<file path="src/design/dmasb_defines.vh">
/*
  constants for the dma subbank register access block: the direct
  register locations, the subaddress map and reset values.
  assumes a 16-bit data-space register bus with the data-space
  address in 16 bits.
*/
// Contract
// - priority/enable register directly mapped
// - other registers reached via subbank pointer
// - data-port access targets pointer-selected register
// - incrementing port adds one to pointer
// - plain port leaves pointer unchanged
// - 00h-1Dh: five registers per channel
// - 1Eh/1Fh shared program page registers
// - 20h/21h element step registers
// - 22h/23h frame step registers
// - 24h-27h channel 0 reload registers
// - 28h/29h extended pages, unsupported
// - 2Ah-3Dh reload registers channels 1-5
// - pointer sits just below data ports
// - incrementing port lower, plain port upper
`ifndef DMASB_DEFINES_VH
`define DMASB_DEFINES_VH

// ----------------------------------------------------------------
// direct register locations
// ----------------------------------------------------------------
`define DMASB_ADDR_PRIORITY 16'h0054
`define DMASB_ADDR_POINTER 16'h0055
`define DMASB_ADDR_INC_PORT 16'h0056
`define DMASB_ADDR_PLAIN_PORT 16'h0057

// ----------------------------------------------------------------
// subaddress map
// ----------------------------------------------------------------
`define DMASB_SUB_CHAN_LAST 8'h1d
`define DMASB_SUB_SRC_PAGE 8'h1e
`define DMASB_SUB_DST_PAGE 8'h1f
`define DMASB_SUB_ELEM_STEP0 8'h20
`define DMASB_SUB_ELEM_STEP1 8'h21
`define DMASB_SUB_FRAME_STEP0 8'h22
`define DMASB_SUB_FRAME_STEP1 8'h23
`define DMASB_SUB_RELOAD0_FIRST 8'h24
`define DMASB_SUB_RELOAD0_LAST 8'h27
`define DMASB_SUB_EXT_SRC 8'h28
`define DMASB_SUB_EXT_DST 8'h29
`define DMASB_SUB_RELOAD1_FIRST 8'h2a
`define DMASB_SUB_LAST 8'h3d

// ----------------------------------------------------------------
// subaddress of each register
// ----------------------------------------------------------------
`define DMASB_SUB_CH0_SRC 8'h00
`define DMASB_SUB_CH0_DST 8'h01
`define DMASB_SUB_CH0_COUNT 8'h02
`define DMASB_SUB_CH0_SYNC 8'h03
`define DMASB_SUB_CH0_MODE 8'h04
`define DMASB_SUB_CH1_SRC 8'h05
`define DMASB_SUB_CH1_DST 8'h06
`define DMASB_SUB_CH1_COUNT 8'h07
`define DMASB_SUB_CH1_SYNC 8'h08
`define DMASB_SUB_CH1_MODE 8'h09
`define DMASB_SUB_CH2_SRC 8'h0a
`define DMASB_SUB_CH2_DST 8'h0b
`define DMASB_SUB_CH2_COUNT 8'h0c
`define DMASB_SUB_CH2_SYNC 8'h0d
`define DMASB_SUB_CH2_MODE 8'h0e
`define DMASB_SUB_CH3_SRC 8'h0f
`define DMASB_SUB_CH3_DST 8'h10
`define DMASB_SUB_CH3_COUNT 8'h11
`define DMASB_SUB_CH3_SYNC 8'h12
`define DMASB_SUB_CH3_MODE 8'h13
`define DMASB_SUB_CH4_SRC 8'h14
`define DMASB_SUB_CH4_DST 8'h15
`define DMASB_SUB_CH4_COUNT 8'h16
`define DMASB_SUB_CH4_SYNC 8'h17
`define DMASB_SUB_CH4_MODE 8'h18
`define DMASB_SUB_CH5_SRC 8'h19
`define DMASB_SUB_CH5_DST 8'h1a
`define DMASB_SUB_CH5_COUNT 8'h1b
`define DMASB_SUB_CH5_SYNC 8'h1c
`define DMASB_SUB_CH5_MODE 8'h1d
`define DMASB_SUB_RELOAD0_SRC 8'h24
`define DMASB_SUB_RELOAD0_DST 8'h25
`define DMASB_SUB_RELOAD0_COUNT 8'h26
`define DMASB_SUB_RELOAD0_FRAME 8'h27
`define DMASB_SUB_RELOAD1_SRC 8'h2a
`define DMASB_SUB_RELOAD1_DST 8'h2b
`define DMASB_SUB_RELOAD1_COUNT 8'h2c
`define DMASB_SUB_RELOAD1_FRAME 8'h2d
`define DMASB_SUB_RELOAD2_SRC 8'h2e
`define DMASB_SUB_RELOAD2_DST 8'h2f
`define DMASB_SUB_RELOAD2_COUNT 8'h30
`define DMASB_SUB_RELOAD2_FRAME 8'h31
`define DMASB_SUB_RELOAD3_SRC 8'h32
`define DMASB_SUB_RELOAD3_DST 8'h33
`define DMASB_SUB_RELOAD3_COUNT 8'h34
`define DMASB_SUB_RELOAD3_FRAME 8'h35
`define DMASB_SUB_RELOAD4_SRC 8'h36
`define DMASB_SUB_RELOAD4_DST 8'h37
`define DMASB_SUB_RELOAD4_COUNT 8'h38
`define DMASB_SUB_RELOAD4_FRAME 8'h39
`define DMASB_SUB_RELOAD5_SRC 8'h3a
`define DMASB_SUB_RELOAD5_DST 8'h3b
`define DMASB_SUB_RELOAD5_COUNT 8'h3c
`define DMASB_SUB_RELOAD5_FRAME 8'h3d
// storage slots: 0..27h hold themselves, 2ah..3dh fold down by two
`define DMASB_SLOT_COUNT 60
`define DMASB_RELOAD_FOLD 6'h02

// ----------------------------------------------------------------
// reset values
// ----------------------------------------------------------------
`define DMASB_RST_REG 16'h0000
`define DMASB_RST_POINTER 16'h0000

`endif

</file>
<file path="src/design/dmasb_regs.v">
/*
  dma subbank register access: the directly mapped priority/enable
  register, the subbank pointer, and the two data ports that reach the
  subbank storage through it. the incrementing port steps the pointer
  after every access, read or write; the plain port leaves it alone.
  storage covers the channel sets, shared pages, step registers and
  reload registers; the two extended page subaddresses and everything
  past the last reload register are unlisted and read as zero.
  assumes a single-cycle register bus from the core: one access per
  cycle with a strobe, address and write flag; the bus is synchronous
  to mclk. read data is returned from a flop in the cycle after the
  strobe and is zero in every other cycle.
*/
`timescale 1ns/1ns
`default_nettype none
`include "dmasb_defines.vh"

module dmasb_regs (
  input wire mclk,
  input wire rst_b,
  input wire busSel,
  input wire busWrite,
  input wire [15:0] busAddr,
  input wire [15:0] busWdata,
  output reg [15:0] busRdata,
  output wire busHit,
  output wire [15:0] priorityEnable,
  output wire [15:0] subbankPointer
);

  // ----------------------------------------------------------------
  // storage
  // ----------------------------------------------------------------
  // direct register and pointer
  reg [15:0] prio_ff;
  reg [15:0] ptr_ff;
  // subbank slots, indexed by slotOf below; plain flops, since the
  // block is small enough that a memory macro would not pay off
  reg [15:0] slot_ff [0:`DMASB_SLOT_COUNT-1];
  // next-state values of the read flop and the pointer
  reg [15:0] nxt_busRdata;
  reg [15:0] nxt_ptr;
  // reset loop index
  integer i;

  // ----------------------------------------------------------------
  // subaddress map
  // ----------------------------------------------------------------
  // map a subaddress to a storage slot; bit 6 flags a real register.
  // every register is listed by name, so a map change touches one
  // line here and one in the header, never any arithmetic.
  // slots 00h..27h equal the subaddress; the reload sets of channels
  // 1 to 5 sit two slots lower, closing the gap of the extended pages,
  // which keeps the storage free of flops that nobody can use
  function [6:0] slotOf;
    input [15:0] sub;
    begin
      // anything not listed reads zero and takes no write
      slotOf = 7'h00;
      if (sub[15:8] == 8'h00) begin
        case (sub[7:0])
          // channel 0 working set
          `DMASB_SUB_CH0_SRC: begin
            slotOf = 7'h40;
          end
          `DMASB_SUB_CH0_DST: begin
            slotOf = 7'h41;
          end
          `DMASB_SUB_CH0_COUNT: begin
            slotOf = 7'h42;
          end
          `DMASB_SUB_CH0_SYNC: begin
            slotOf = 7'h43;
          end
          `DMASB_SUB_CH0_MODE: begin
            slotOf = 7'h44;
          end
          // channel 1 working set
          `DMASB_SUB_CH1_SRC: begin
            slotOf = 7'h45;
          end
          `DMASB_SUB_CH1_DST: begin
            slotOf = 7'h46;
          end
          `DMASB_SUB_CH1_COUNT: begin
            slotOf = 7'h47;
          end
          `DMASB_SUB_CH1_SYNC: begin
            slotOf = 7'h48;
          end
          `DMASB_SUB_CH1_MODE: begin
            slotOf = 7'h49;
          end
          // channel 2 working set
          `DMASB_SUB_CH2_SRC: begin
            slotOf = 7'h4a;
          end
          `DMASB_SUB_CH2_DST: begin
            slotOf = 7'h4b;
          end
          `DMASB_SUB_CH2_COUNT: begin
            slotOf = 7'h4c;
          end
          `DMASB_SUB_CH2_SYNC: begin
            slotOf = 7'h4d;
          end
          `DMASB_SUB_CH2_MODE: begin
            slotOf = 7'h4e;
          end
          // channel 3 working set
          `DMASB_SUB_CH3_SRC: begin
            slotOf = 7'h4f;
          end
          `DMASB_SUB_CH3_DST: begin
            slotOf = 7'h50;
          end
          `DMASB_SUB_CH3_COUNT: begin
            slotOf = 7'h51;
          end
          `DMASB_SUB_CH3_SYNC: begin
            slotOf = 7'h52;
          end
          `DMASB_SUB_CH3_MODE: begin
            slotOf = 7'h53;
          end
          // channel 4 working set
          `DMASB_SUB_CH4_SRC: begin
            slotOf = 7'h54;
          end
          `DMASB_SUB_CH4_DST: begin
            slotOf = 7'h55;
          end
          `DMASB_SUB_CH4_COUNT: begin
            slotOf = 7'h56;
          end
          `DMASB_SUB_CH4_SYNC: begin
            slotOf = 7'h57;
          end
          `DMASB_SUB_CH4_MODE: begin
            slotOf = 7'h58;
          end
          // channel 5 working set
          `DMASB_SUB_CH5_SRC: begin
            slotOf = 7'h59;
          end
          `DMASB_SUB_CH5_DST: begin
            slotOf = 7'h5a;
          end
          `DMASB_SUB_CH5_COUNT: begin
            slotOf = 7'h5b;
          end
          `DMASB_SUB_CH5_SYNC: begin
            slotOf = 7'h5c;
          end
          `DMASB_SUB_CH5_MODE: begin
            slotOf = 7'h5d;
          end
          // program pages shared by all channels
          `DMASB_SUB_SRC_PAGE: begin
            slotOf = 7'h5e;
          end
          `DMASB_SUB_DST_PAGE: begin
            slotOf = 7'h5f;
          end
          // element steps
          `DMASB_SUB_ELEM_STEP0: begin
            slotOf = 7'h60;
          end
          `DMASB_SUB_ELEM_STEP1: begin
            slotOf = 7'h61;
          end
          // frame steps
          `DMASB_SUB_FRAME_STEP0: begin
            slotOf = 7'h62;
          end
          `DMASB_SUB_FRAME_STEP1: begin
            slotOf = 7'h63;
          end
          // channel 0 reload set
          `DMASB_SUB_RELOAD0_SRC: begin
            slotOf = 7'h64;
          end
          `DMASB_SUB_RELOAD0_DST: begin
            slotOf = 7'h65;
          end
          `DMASB_SUB_RELOAD0_COUNT: begin
            slotOf = 7'h66;
          end
          `DMASB_SUB_RELOAD0_FRAME: begin
            slotOf = 7'h67;
          end
          // extended pages are not supported: no storage
          `DMASB_SUB_EXT_SRC: begin
            slotOf = 7'h00;
          end
          `DMASB_SUB_EXT_DST: begin
            slotOf = 7'h00;
          end
          // channel 1 reload set
          `DMASB_SUB_RELOAD1_SRC: begin
            slotOf = 7'h68;
          end
          `DMASB_SUB_RELOAD1_DST: begin
            slotOf = 7'h69;
          end
          `DMASB_SUB_RELOAD1_COUNT: begin
            slotOf = 7'h6a;
          end
          `DMASB_SUB_RELOAD1_FRAME: begin
            slotOf = 7'h6b;
          end
          // channel 2 reload set
          `DMASB_SUB_RELOAD2_SRC: begin
            slotOf = 7'h6c;
          end
          `DMASB_SUB_RELOAD2_DST: begin
            slotOf = 7'h6d;
          end
          `DMASB_SUB_RELOAD2_COUNT: begin
            slotOf = 7'h6e;
          end
          `DMASB_SUB_RELOAD2_FRAME: begin
            slotOf = 7'h6f;
          end
          // channel 3 reload set
          `DMASB_SUB_RELOAD3_SRC: begin
            slotOf = 7'h70;
          end
          `DMASB_SUB_RELOAD3_DST: begin
            slotOf = 7'h71;
          end
          `DMASB_SUB_RELOAD3_COUNT: begin
            slotOf = 7'h72;
          end
          `DMASB_SUB_RELOAD3_FRAME: begin
            slotOf = 7'h73;
          end
          // channel 4 reload set
          `DMASB_SUB_RELOAD4_SRC: begin
            slotOf = 7'h74;
          end
          `DMASB_SUB_RELOAD4_DST: begin
            slotOf = 7'h75;
          end
          `DMASB_SUB_RELOAD4_COUNT: begin
            slotOf = 7'h76;
          end
          `DMASB_SUB_RELOAD4_FRAME: begin
            slotOf = 7'h77;
          end
          // channel 5 reload set
          `DMASB_SUB_RELOAD5_SRC: begin
            slotOf = 7'h78;
          end
          `DMASB_SUB_RELOAD5_DST: begin
            slotOf = 7'h79;
          end
          `DMASB_SUB_RELOAD5_COUNT: begin
            slotOf = 7'h7a;
          end
          `DMASB_SUB_RELOAD5_FRAME: begin
            slotOf = 7'h7b;
          end
          default: begin
            slotOf = 7'h00;
          end
        endcase
      end
    end
  endfunction

  // ----------------------------------------------------------------
  // decode
  // ----------------------------------------------------------------
  wire hitPrio = busSel && busAddr == `DMASB_ADDR_PRIORITY;
  wire hitPtr = busSel && busAddr == `DMASB_ADDR_POINTER;
  wire hitInc = busSel && busAddr == `DMASB_ADDR_INC_PORT;
  wire hitPlain = busSel && busAddr == `DMASB_ADDR_PLAIN_PORT;
  wire hitPort = hitInc || hitPlain;
  wire [6:0] slot = slotOf(ptr_ff);
  wire slotValid = slot[6];
  wire [5:0] slotIdx = slot[5:0];

  assign busHit = hitPrio || hitPtr || hitPort;
  assign priorityEnable = prio_ff;
  assign subbankPointer = ptr_ff;

  // ----------------------------------------------------------------
  // read path
  // ----------------------------------------------------------------
  // read mux; writes and idle cycles return zero so the core never
  // sees stale data on a later cycle
  always @* begin
    nxt_busRdata = 16'h0000;
    if (busWrite) begin
      nxt_busRdata = 16'h0000;
    end else if (hitPrio) begin
      nxt_busRdata = prio_ff;
    end else if (hitPtr) begin
      nxt_busRdata = ptr_ff;
    end else if (hitPort && slotValid) begin
      nxt_busRdata = slot_ff[slotIdx];
    end
    // unlisted slot through a data port falls through to zero
  end

  // read data flop; one cycle after the strobe, zero otherwise
  // the flop keeps the bus output free of decode glitches
  always @(posedge mclk or negedge rst_b) begin
    if (!rst_b) begin
      busRdata <= 16'h0000;
    end else begin
      busRdata <= nxt_busRdata;
    end
  end

  // ----------------------------------------------------------------
  // subbank pointer
  // ----------------------------------------------------------------
  // a direct write wins over a step; the two cannot meet because they
  // sit at different addresses, but the order keeps the intent plain
  always @* begin
    nxt_ptr = ptr_ff;
    if (hitPtr && busWrite) begin
      nxt_ptr = busWdata;
    end else if (hitInc) begin
      // post-increment on read and write alike; wraps at 16 bits, so
      // stepping past the last register lands on unlisted subaddresses
      nxt_ptr = ptr_ff + 16'h0001;
    end
    // plain port falls through with the pointer held
  end

  // pointer flop; the slot decode reads it, so a step takes effect
  // from the access after the one that caused it
  always @(posedge mclk or negedge rst_b) begin
    if (!rst_b) begin
      ptr_ff <= `DMASB_RST_POINTER;
    end else begin
      ptr_ff <= nxt_ptr;
    end
  end

  // ----------------------------------------------------------------
  // direct priority/enable register
  // ----------------------------------------------------------------
  // held in its own flop, never in the subbank slots
  always @(posedge mclk or negedge rst_b) begin
    if (!rst_b) begin
      prio_ff <= `DMASB_RST_REG;
    end else if (hitPrio && busWrite) begin
      prio_ff <= busWdata;
    end
  end

  // ----------------------------------------------------------------
  // subbank storage
  // ----------------------------------------------------------------
  // unmapped slots take no write; the write lands on the same edge as
  // any pointer step, so the step never moves the target mid-access
  always @(posedge mclk or negedge rst_b) begin
    if (!rst_b) begin
      for (i = 0; i < `DMASB_SLOT_COUNT; i = i + 1) begin
        slot_ff[i] <= `DMASB_RST_REG;
      end
    end else if (hitPort && busWrite && slotValid) begin
      slot_ff[slotIdx] <= busWdata;
    end
  end

endmodule
`default_nettype wire

</file>
<file path="config.mk">
export PLATFORM = sky130hd
export DESIGN_NAME = dmasb_regs
export DESIGN_NICKNAME = d
export VERILOG_FILES = /design/src/design/dmasb_regs.v
export VERILOG_INCLUDE_DIRS = /design/src /design/src/design
export SDC_FILE = /design/constraint.sdc
export NUM_CORES = 2
export LEC_CHECK = 0
export ABC_AREA = 1
export BUFFER_PORTS_ARGS = -buffer_cell sky130_fd_sc_hd__buf_4
export CELL_PAD_IN_SITES_DETAIL_PLACEMENT = 0
export CELL_PAD_IN_SITES_GLOBAL_PLACEMENT = 1
export CORE_MARGIN = 2
export CORE_UTILIZATION = 33
export CTS_CLUSTER_SIZE = 40
export DETAILED_ROUTE_END_ITERATION = 10
export GPL_TIMING_DRIVEN = 1
export HOLD_SLACK_MARGIN = 0.03
export PLACE_DENSITY = 0.67
export SLEW_MARGIN = 20
export SYNTH_ARGS = -nofsm -noshare
export SYNTH_HDL_FRONTEND = slang
export SYNTH_SLANG_ARGS = --single-unit
</file>
<file path="constraint.sdc">
create_clock -name mclk -period 6.7 [get_ports mclk]
set_input_delay 0.335 -clock mclk [delete_from_list [all_inputs] [get_ports mclk]]
set_output_delay 0.335 -clock mclk [all_outputs]
set_load 0.02 [all_outputs]
</file>
* After elaboration in Yosys (flattened, before gate mapping)
Memories as Yosys holds them, arrays and structs flattened. Cells that the tools add are included.
Cells by class: add/subtract/negate cells 1, magnitude comparators 2, eq/ne operators 4, multiplexer cells 14, bitwise gates (word level) 1, reductions and logical operators 16
Operators by type and width (count):
- bitwise mux 960 bit | 1
- 2-to-1 mux 16 bit | 9
- binary-select mux 16 bit (select 6 bit) | 1
- demux 16 bit (select 6 bit) | 1
- == test 16 x 7 -> 1 bit, second input constant | 4
- adder 16 x 1 -> 16 bit, second input constant | 1
- 2-to-1 mux 7 bit | 2
- logical AND 1 bit | 10
- zero test 8 bit | 1
- >= comparator 7 bit, second input constant | 1
- < comparator 7 x 1 -> 1 bit, second input constant | 1
- inverter 6 -> 7 bit | 1
- logical OR 1 bit | 3
- zero test 2 bit | 1
- nonzero test 2 bit | 1
Word-level totals: flip-flop bits (word level) 1008, memory bits (read-only) 448, bits of input ports 36, output and inout port bits 49, word-level logic and storage cells 102, memories 1
Memories:
- (name not given) | depth 64, bits a word 7, rd ports 1, clocked after memory_dff 0, wr ports 0, line dmasb_regs.v:61 | case (sub[7:0])

* Depth between registers and ports, before layout
depth after elaboration 11, gate-level depth with buffers 22, depth with buffers taken out 19

* Worst setup path before layout
OpenSTA, ideal clock, no wires.
path kind register -> register, from reg ptr_ff[2] (netlist: subbankPointer[2]), to reg busRdata[8], library setup time 124 ps, data arrival time 2639 ps, required time 6576 ps, setup slack 3937 ps, stages on the path, launching flop included 22, path buffers 3, clock period less this slack 2763 ps, cell sequence dfrtp_1 > clkbuf_2 > inv_2 > ha_1 > inv_1 > nand2_1 > nand3_1 > nand2_1 > nand2_1 > nand3_1 > nor2_1 > buf_2 > clkbuf_1 > nand3_1 > o21ai_0 > nor2_1 > nand2_1 > nand2_1 > nand2_1 > nor2_1 > nand2_1 > a21oi_1
On the way: cells in the longest elaborated chain, start to end 11, elaborated cells on any way between the ends 12, classes of those cells 9 x mux; 1 x bitwise; 1 x reduce/logical; 1 x memory
Ends and longest elaborated chain:
- from (decl) | line dmasb_regs.v:36 | reg [15:0] ptr_ff;
- from (signal assigned) | line dmasb_regs.v:338 | ptr_ff <= `DMASB_RST_POINTER;
- from (signal assigned) | line dmasb_regs.v:340 | ptr_ff <= nxt_ptr;
- memory (64 x 7 bit) *
- 2-to-1 mux 7 bit * | line dmasb_regs.v:61
- 2-to-1 mux 7 bit * | line dmasb_regs.v:60 | if (sub[15:8] == 8'h00) begin
- inverter 6 -> 7 bit (implied by the code) | line dmasb_regs.v:302 | nxt_busRdata = slot_ff[slotIdx];
- binary-select mux 16 bit (select 6 bit) | line dmasb_regs.v:302
- 2-to-1 mux 16 bit (implied by the code) (2 in a row) | line dmasb_regs.v:302
- 2-to-1 mux 16 bit * | line dmasb_regs.v:301 | end else if (hitPort && slotValid) begin
- 2-to-1 mux 16 bit * | line dmasb_regs.v:299 | end else if (hitPtr) begin
- 2-to-1 mux 16 bit * | line dmasb_regs.v:297 | end else if (hitPrio) begin
- 2-to-1 mux 16 bit * | line dmasb_regs.v:295 | if (busWrite) begin
- named net nxt_busRdata[8] | line dmasb_regs.v:41 | reg [15:0] nxt_busRdata;
- to (signal assigned) | line dmasb_regs.v:313 | busRdata <= nxt_busRdata;
- to (decl) | line dmasb_regs.v:25 | output reg [15:0] busRdata,
The timed path passes the listed nets; every way through them passes the cells marked *. The select of a mux whose other input is x is not followed. A chain may end at the register's enable or synchronous reset.

* Worst setup path after layout
from reg ptr_ff[9] (netlist: subbankPointer[9]), to reg busRdata[6]
On the way: cells in the longest elaborated chain, start to end 10, elaborated cells on any way between the ends 11, classes of those cells 8 x mux; 1 x bitwise; 2 x reduce/logical
Ends and longest elaborated chain (line):
- zero test 8 bit * | dmasb_regs.v:60
- 2-to-1 mux 7 bit * | dmasb_regs.v:60
- inverter 6 -> 7 bit (implied by the code) | dmasb_regs.v:302
- binary-select mux 16 bit (select 6 bit) | dmasb_regs.v:302
- 2-to-1 mux 16 bit (implied by the code) (2 in a row) | dmasb_regs.v:302
- 2-to-1 mux 16 bit * | dmasb_regs.v:301
- 2-to-1 mux 16 bit * | dmasb_regs.v:299
- 2-to-1 mux 16 bit * | dmasb_regs.v:297
- 2-to-1 mux 16 bit * | dmasb_regs.v:295
- named net nxt_busRdata[6] | dmasb_regs.v:41
Marked as above.

==> impl_metrics.py <==
metrics = {
    "outcome": {
        "status": "complete, no violations",
    },
    "cells_and_area": {
        "layout-drive-gt1-share_pct": 7.42,
        "fin_cells": 7739,
        "fin_nets": 5809,
        "antenna_cells": 0,
        "area_delta_synth_final_pct": 13.3,
    },
    "logic_synthesis": {
        "ys_types": 37,
        "ys_warn_count": 0,
        "syn_area_um2": 46400,
        "synth_common_cells": "nand2_1, dfrtp_1, o21ai_0, clkbuf_1, inv_1",
        "async_flop_share_pct": 100,
        "synth_top_area_share_pct": 54.4,
        "avgSynthCellArea_um2": 7.87,
        "synth_nets": 5933,
        "syn_inst": 5890,
        "synth_ff_type": "dfrtp_1",
        "ys_seq_area_share_pct": 54.4,
        "synth_edf_count": 0,
        "synth.most_common_cell": "nand2_1",
        "yosysTopAreaCell": "dfrtp_1",
        "synth_area_leaders": "dfrtp_1, nand2_1, o21ai_0, nand3_1, clkbuf_1",
        "ys_ff_latch": 1008,
    },
    "worst_setup_path": {
        "required_ns": 7.36,
        "crit_fanout": 71,
        "max_stage_delay_ns": 0.68,
        "reg2reg_slack_ns": 1.91,
        "crit_slowest_cell": "buf_4",
        "path_cells": "nor2_1 > nand2_1 > nor2_2 > nand2_2 > nor2_4 > nand2_8 > inv_8 > buf_4 > nand2_1 > nand3_1 > nand4_1 > nand2_1 > nand2_1 > nor2_1 > nand2_1 > a21oi_1",
        "cpMostUsedCell": "nand2_1",
        "cp-start-kind": "register",
        "crit_type": "reg2reg",
        "critPathArrivalTime_ns": 5.44,
        "cp-end-kind": "register",
    },
    "sta": {
        "skew_ns": 0.0268,
        "tightest_slew_ns": 1.09,
        "min_period_over_period_pct": 71.4,
        "tns_ns": 0,
        "slew_headroom_pct": 27.1,
        "clock.fmax_mhz": 209,
        "finalSetupViolations": 0,
        "rsz0062_at_grt": "no",
        "final_hold_viol_count": 0,
        "min_period_ns": 4.79,
        "finalMaxSlewViolations": 0,
    },
    "power": {
        "power.total_mw": 12.8,
        "ir_drop_mv": 0.211,
        "powerDensity_nw_per_um2": 243,
        "power.leakage_nw": 23.0,
    },
    "run": {
        "maxCapViolCount": 0,
    },
    "placed_design": {
        "placed_cells": 7518,
        "dp_hpwl_mm": 93.0,
        "gp_congestion": 0.875,
        "io_buffers": 84,
    },
    "die": {
        "fp.dieH_um": 379,
        "core_region_area_um2": 140000,
        "initial_core_util_pct": 33.2,
        "ios": 85,
        "die_area_um2": 144000,
        "die_w_um": 379,
        "fp-row-count": 137,
    },
    "detailed_routing": {
        "wl_per_cell_um": 20.7,
        "vias": 38800,
        "dr.pass1.iters": 5,
        "viasPerCell": 5.01,
        "ant_nets": 0,
        "drtIter0Drc": 3751,
        "routed_wl_mm": 160,
        "route.detailed.drc": 0,
    },
    "worst_hold_path": {
        "holdCritPathClass": "in2reg",
    },
    "clock_network": {
        "insertion_delay_ns": 0.73,
        "cts_setup_buffers": 0,
        "cts_buffer_depth": 3,
        "cts_inserted_buffers": 113,
        "cts_resized": 0,
        "root_buffer": "clkbuf_16",
        "cts_sinks": 1008,
        "cts_max_level": 3,
        "postCtsHoldBufs": 9,
        "path_clk_slew_ns": 0.06,
        "cts_tree": "yes",
    },
    "global_routing": {
        "grt_pass1_wl_mm": 243,
        "grt_use_total_pct": 22.4,
        "grt_max_degree": 152,
        "antenna_found_initial": 4,
        "grt-ovfl-total": 0,
        "grt_pass1_vias": 37000,
    },
}
==> critical path, delay by kind of cell, from the launching register on <==
family	cells	cell delay (ns)
AND/OR/NAND/NOR	13	2.66
buffers and inverters	2	1.21
flip-flops	1	0.47
AO/OA/AOI/OAI	1	0.20
==> cell type report <==
type / instances / area [µm²]
flip-flops and latches: 1008 / 25200
repair buffers: 199 / 1660
fillers: 14800 / 87000
inverters: 340 / 1280
clock buffers: 170 / 3340
well taps: 1876 / 2350
multi-input cells: 4104 / 18200
clock inverters: 42 / 449
==> cells by family after synthesis <==
family                   share of synthesized area (%)
AND/OR/NAND/NOR                                   26.1
flip-flops                                        54.4
AO/OA/AOI/OAI                                     12.7
adder cells (fa/ha/maj)                          0.189
XOR/XNOR                                         0.132
buffers and inverters                             6.54
==> stage by stage <==
stage | area [µm²] | setup slack [ns] | hold WS (ns) | util, %
floorplan | 46400 | 3.94 | 0.0394 | -
global placement | 48600 | 2.09 | 0.391 | 34.8
detailed placement | 48600 | 2.10 | 0.386 | 34.8
CTS | 52500 | 2.08 | 0.0664 | 37.6
global route | 52500 | 1.77 | 0.114 | 37.6
finish | 52500 | 1.91 | 0.121 | 37.6
==> report_power, final <==
| group | switching [mW] | total [mW] | internal [mW] |
|---|---|---|---|
| combinational | 0.270 | 0.303 | 0.0333 |
| clock | 2.67 | 6.38 | 3.71 |
| sequential | 0.000162 | 6.09 | 6.09 |
| total | 2.94 | 12.8 | 9.83 |
==> final timing paths <==
check | start | end | cells after the start
worst max register to register | subbankPointer[9] | busRdata[6] | 16
worst min register to register | slot_ff[596] | slot_ff[596] | 2
min in group asynchronous | rst_b | slot_ff[594] | 2
worst max-delay path | subbankPointer[9] | busRdata[6] | 16
worst min-delay path | busAddr[0] | subbankPointer[0] | 4
max in group asynchronous | rst_b | slot_ff[295] | 4
==> layout by cell type (no fill, tap or decap), types with 2 or more instances in the layout <==
cell / netlist / final
bufinv_16: 0 / 7
nand3b_1: 114 / 114
nand3_1: 316 / 316
clkbuf_8: 0 / 28
nor3_1: 5 / 5
o21ai_1: 122 / 122
nor3_4: 6 / 6
xnor2_1: 2 / 2
nor4_1: 5 / 5
clkinv_8: 0 / 3
ha_1: 7 / 7
buf_4: 9 / 178
clkbuf_16: 0 / 114
a31oi_1: 2 / 2
clkbuf_1: 352 / 28
inv_6: 0 / 4
inv_2: 4 / 21
nor2_1: 245 / 239
nand2_2: 4 / 16
o21ai_0: 1004 / 1004
nand4_1: 53 / 53
o221ai_1: 9 / 9
clkinvlp_4: 0 / 3
dlygate4sd3_1: 0 / 9
xor2_1: 5 / 5
buf_12: 0 / 11
dfrtp_1: 1008 / 1008
clkinv_2: 0 / 23
nor3_2: 2 / 2
a21oi_1: 25 / 25
nor2_2: 4 / 2
clkinv_4: 0 / 2
nand2_1: 2165 / 2153
nor2_4: 2 / 10
inv_1: 335 / 317
==> registers in the layout (all words and copies together), names as in the netlist <==
signal and count:
subbankPointer 16, busRdata 16, slot_ff 960, priorityEnable 16
==> routing by layer <==
layer  global-route usage, %  vias up  part of all wire, %
li1                        -    18600                    -
met1                    32.1    19000                   47
met2                    34.9      972                   45
met3                    3.25      225                  5.1
met4                    6.54        0                  3.0
met5                       0        -                    0
(Power assumes the default switching activity.)
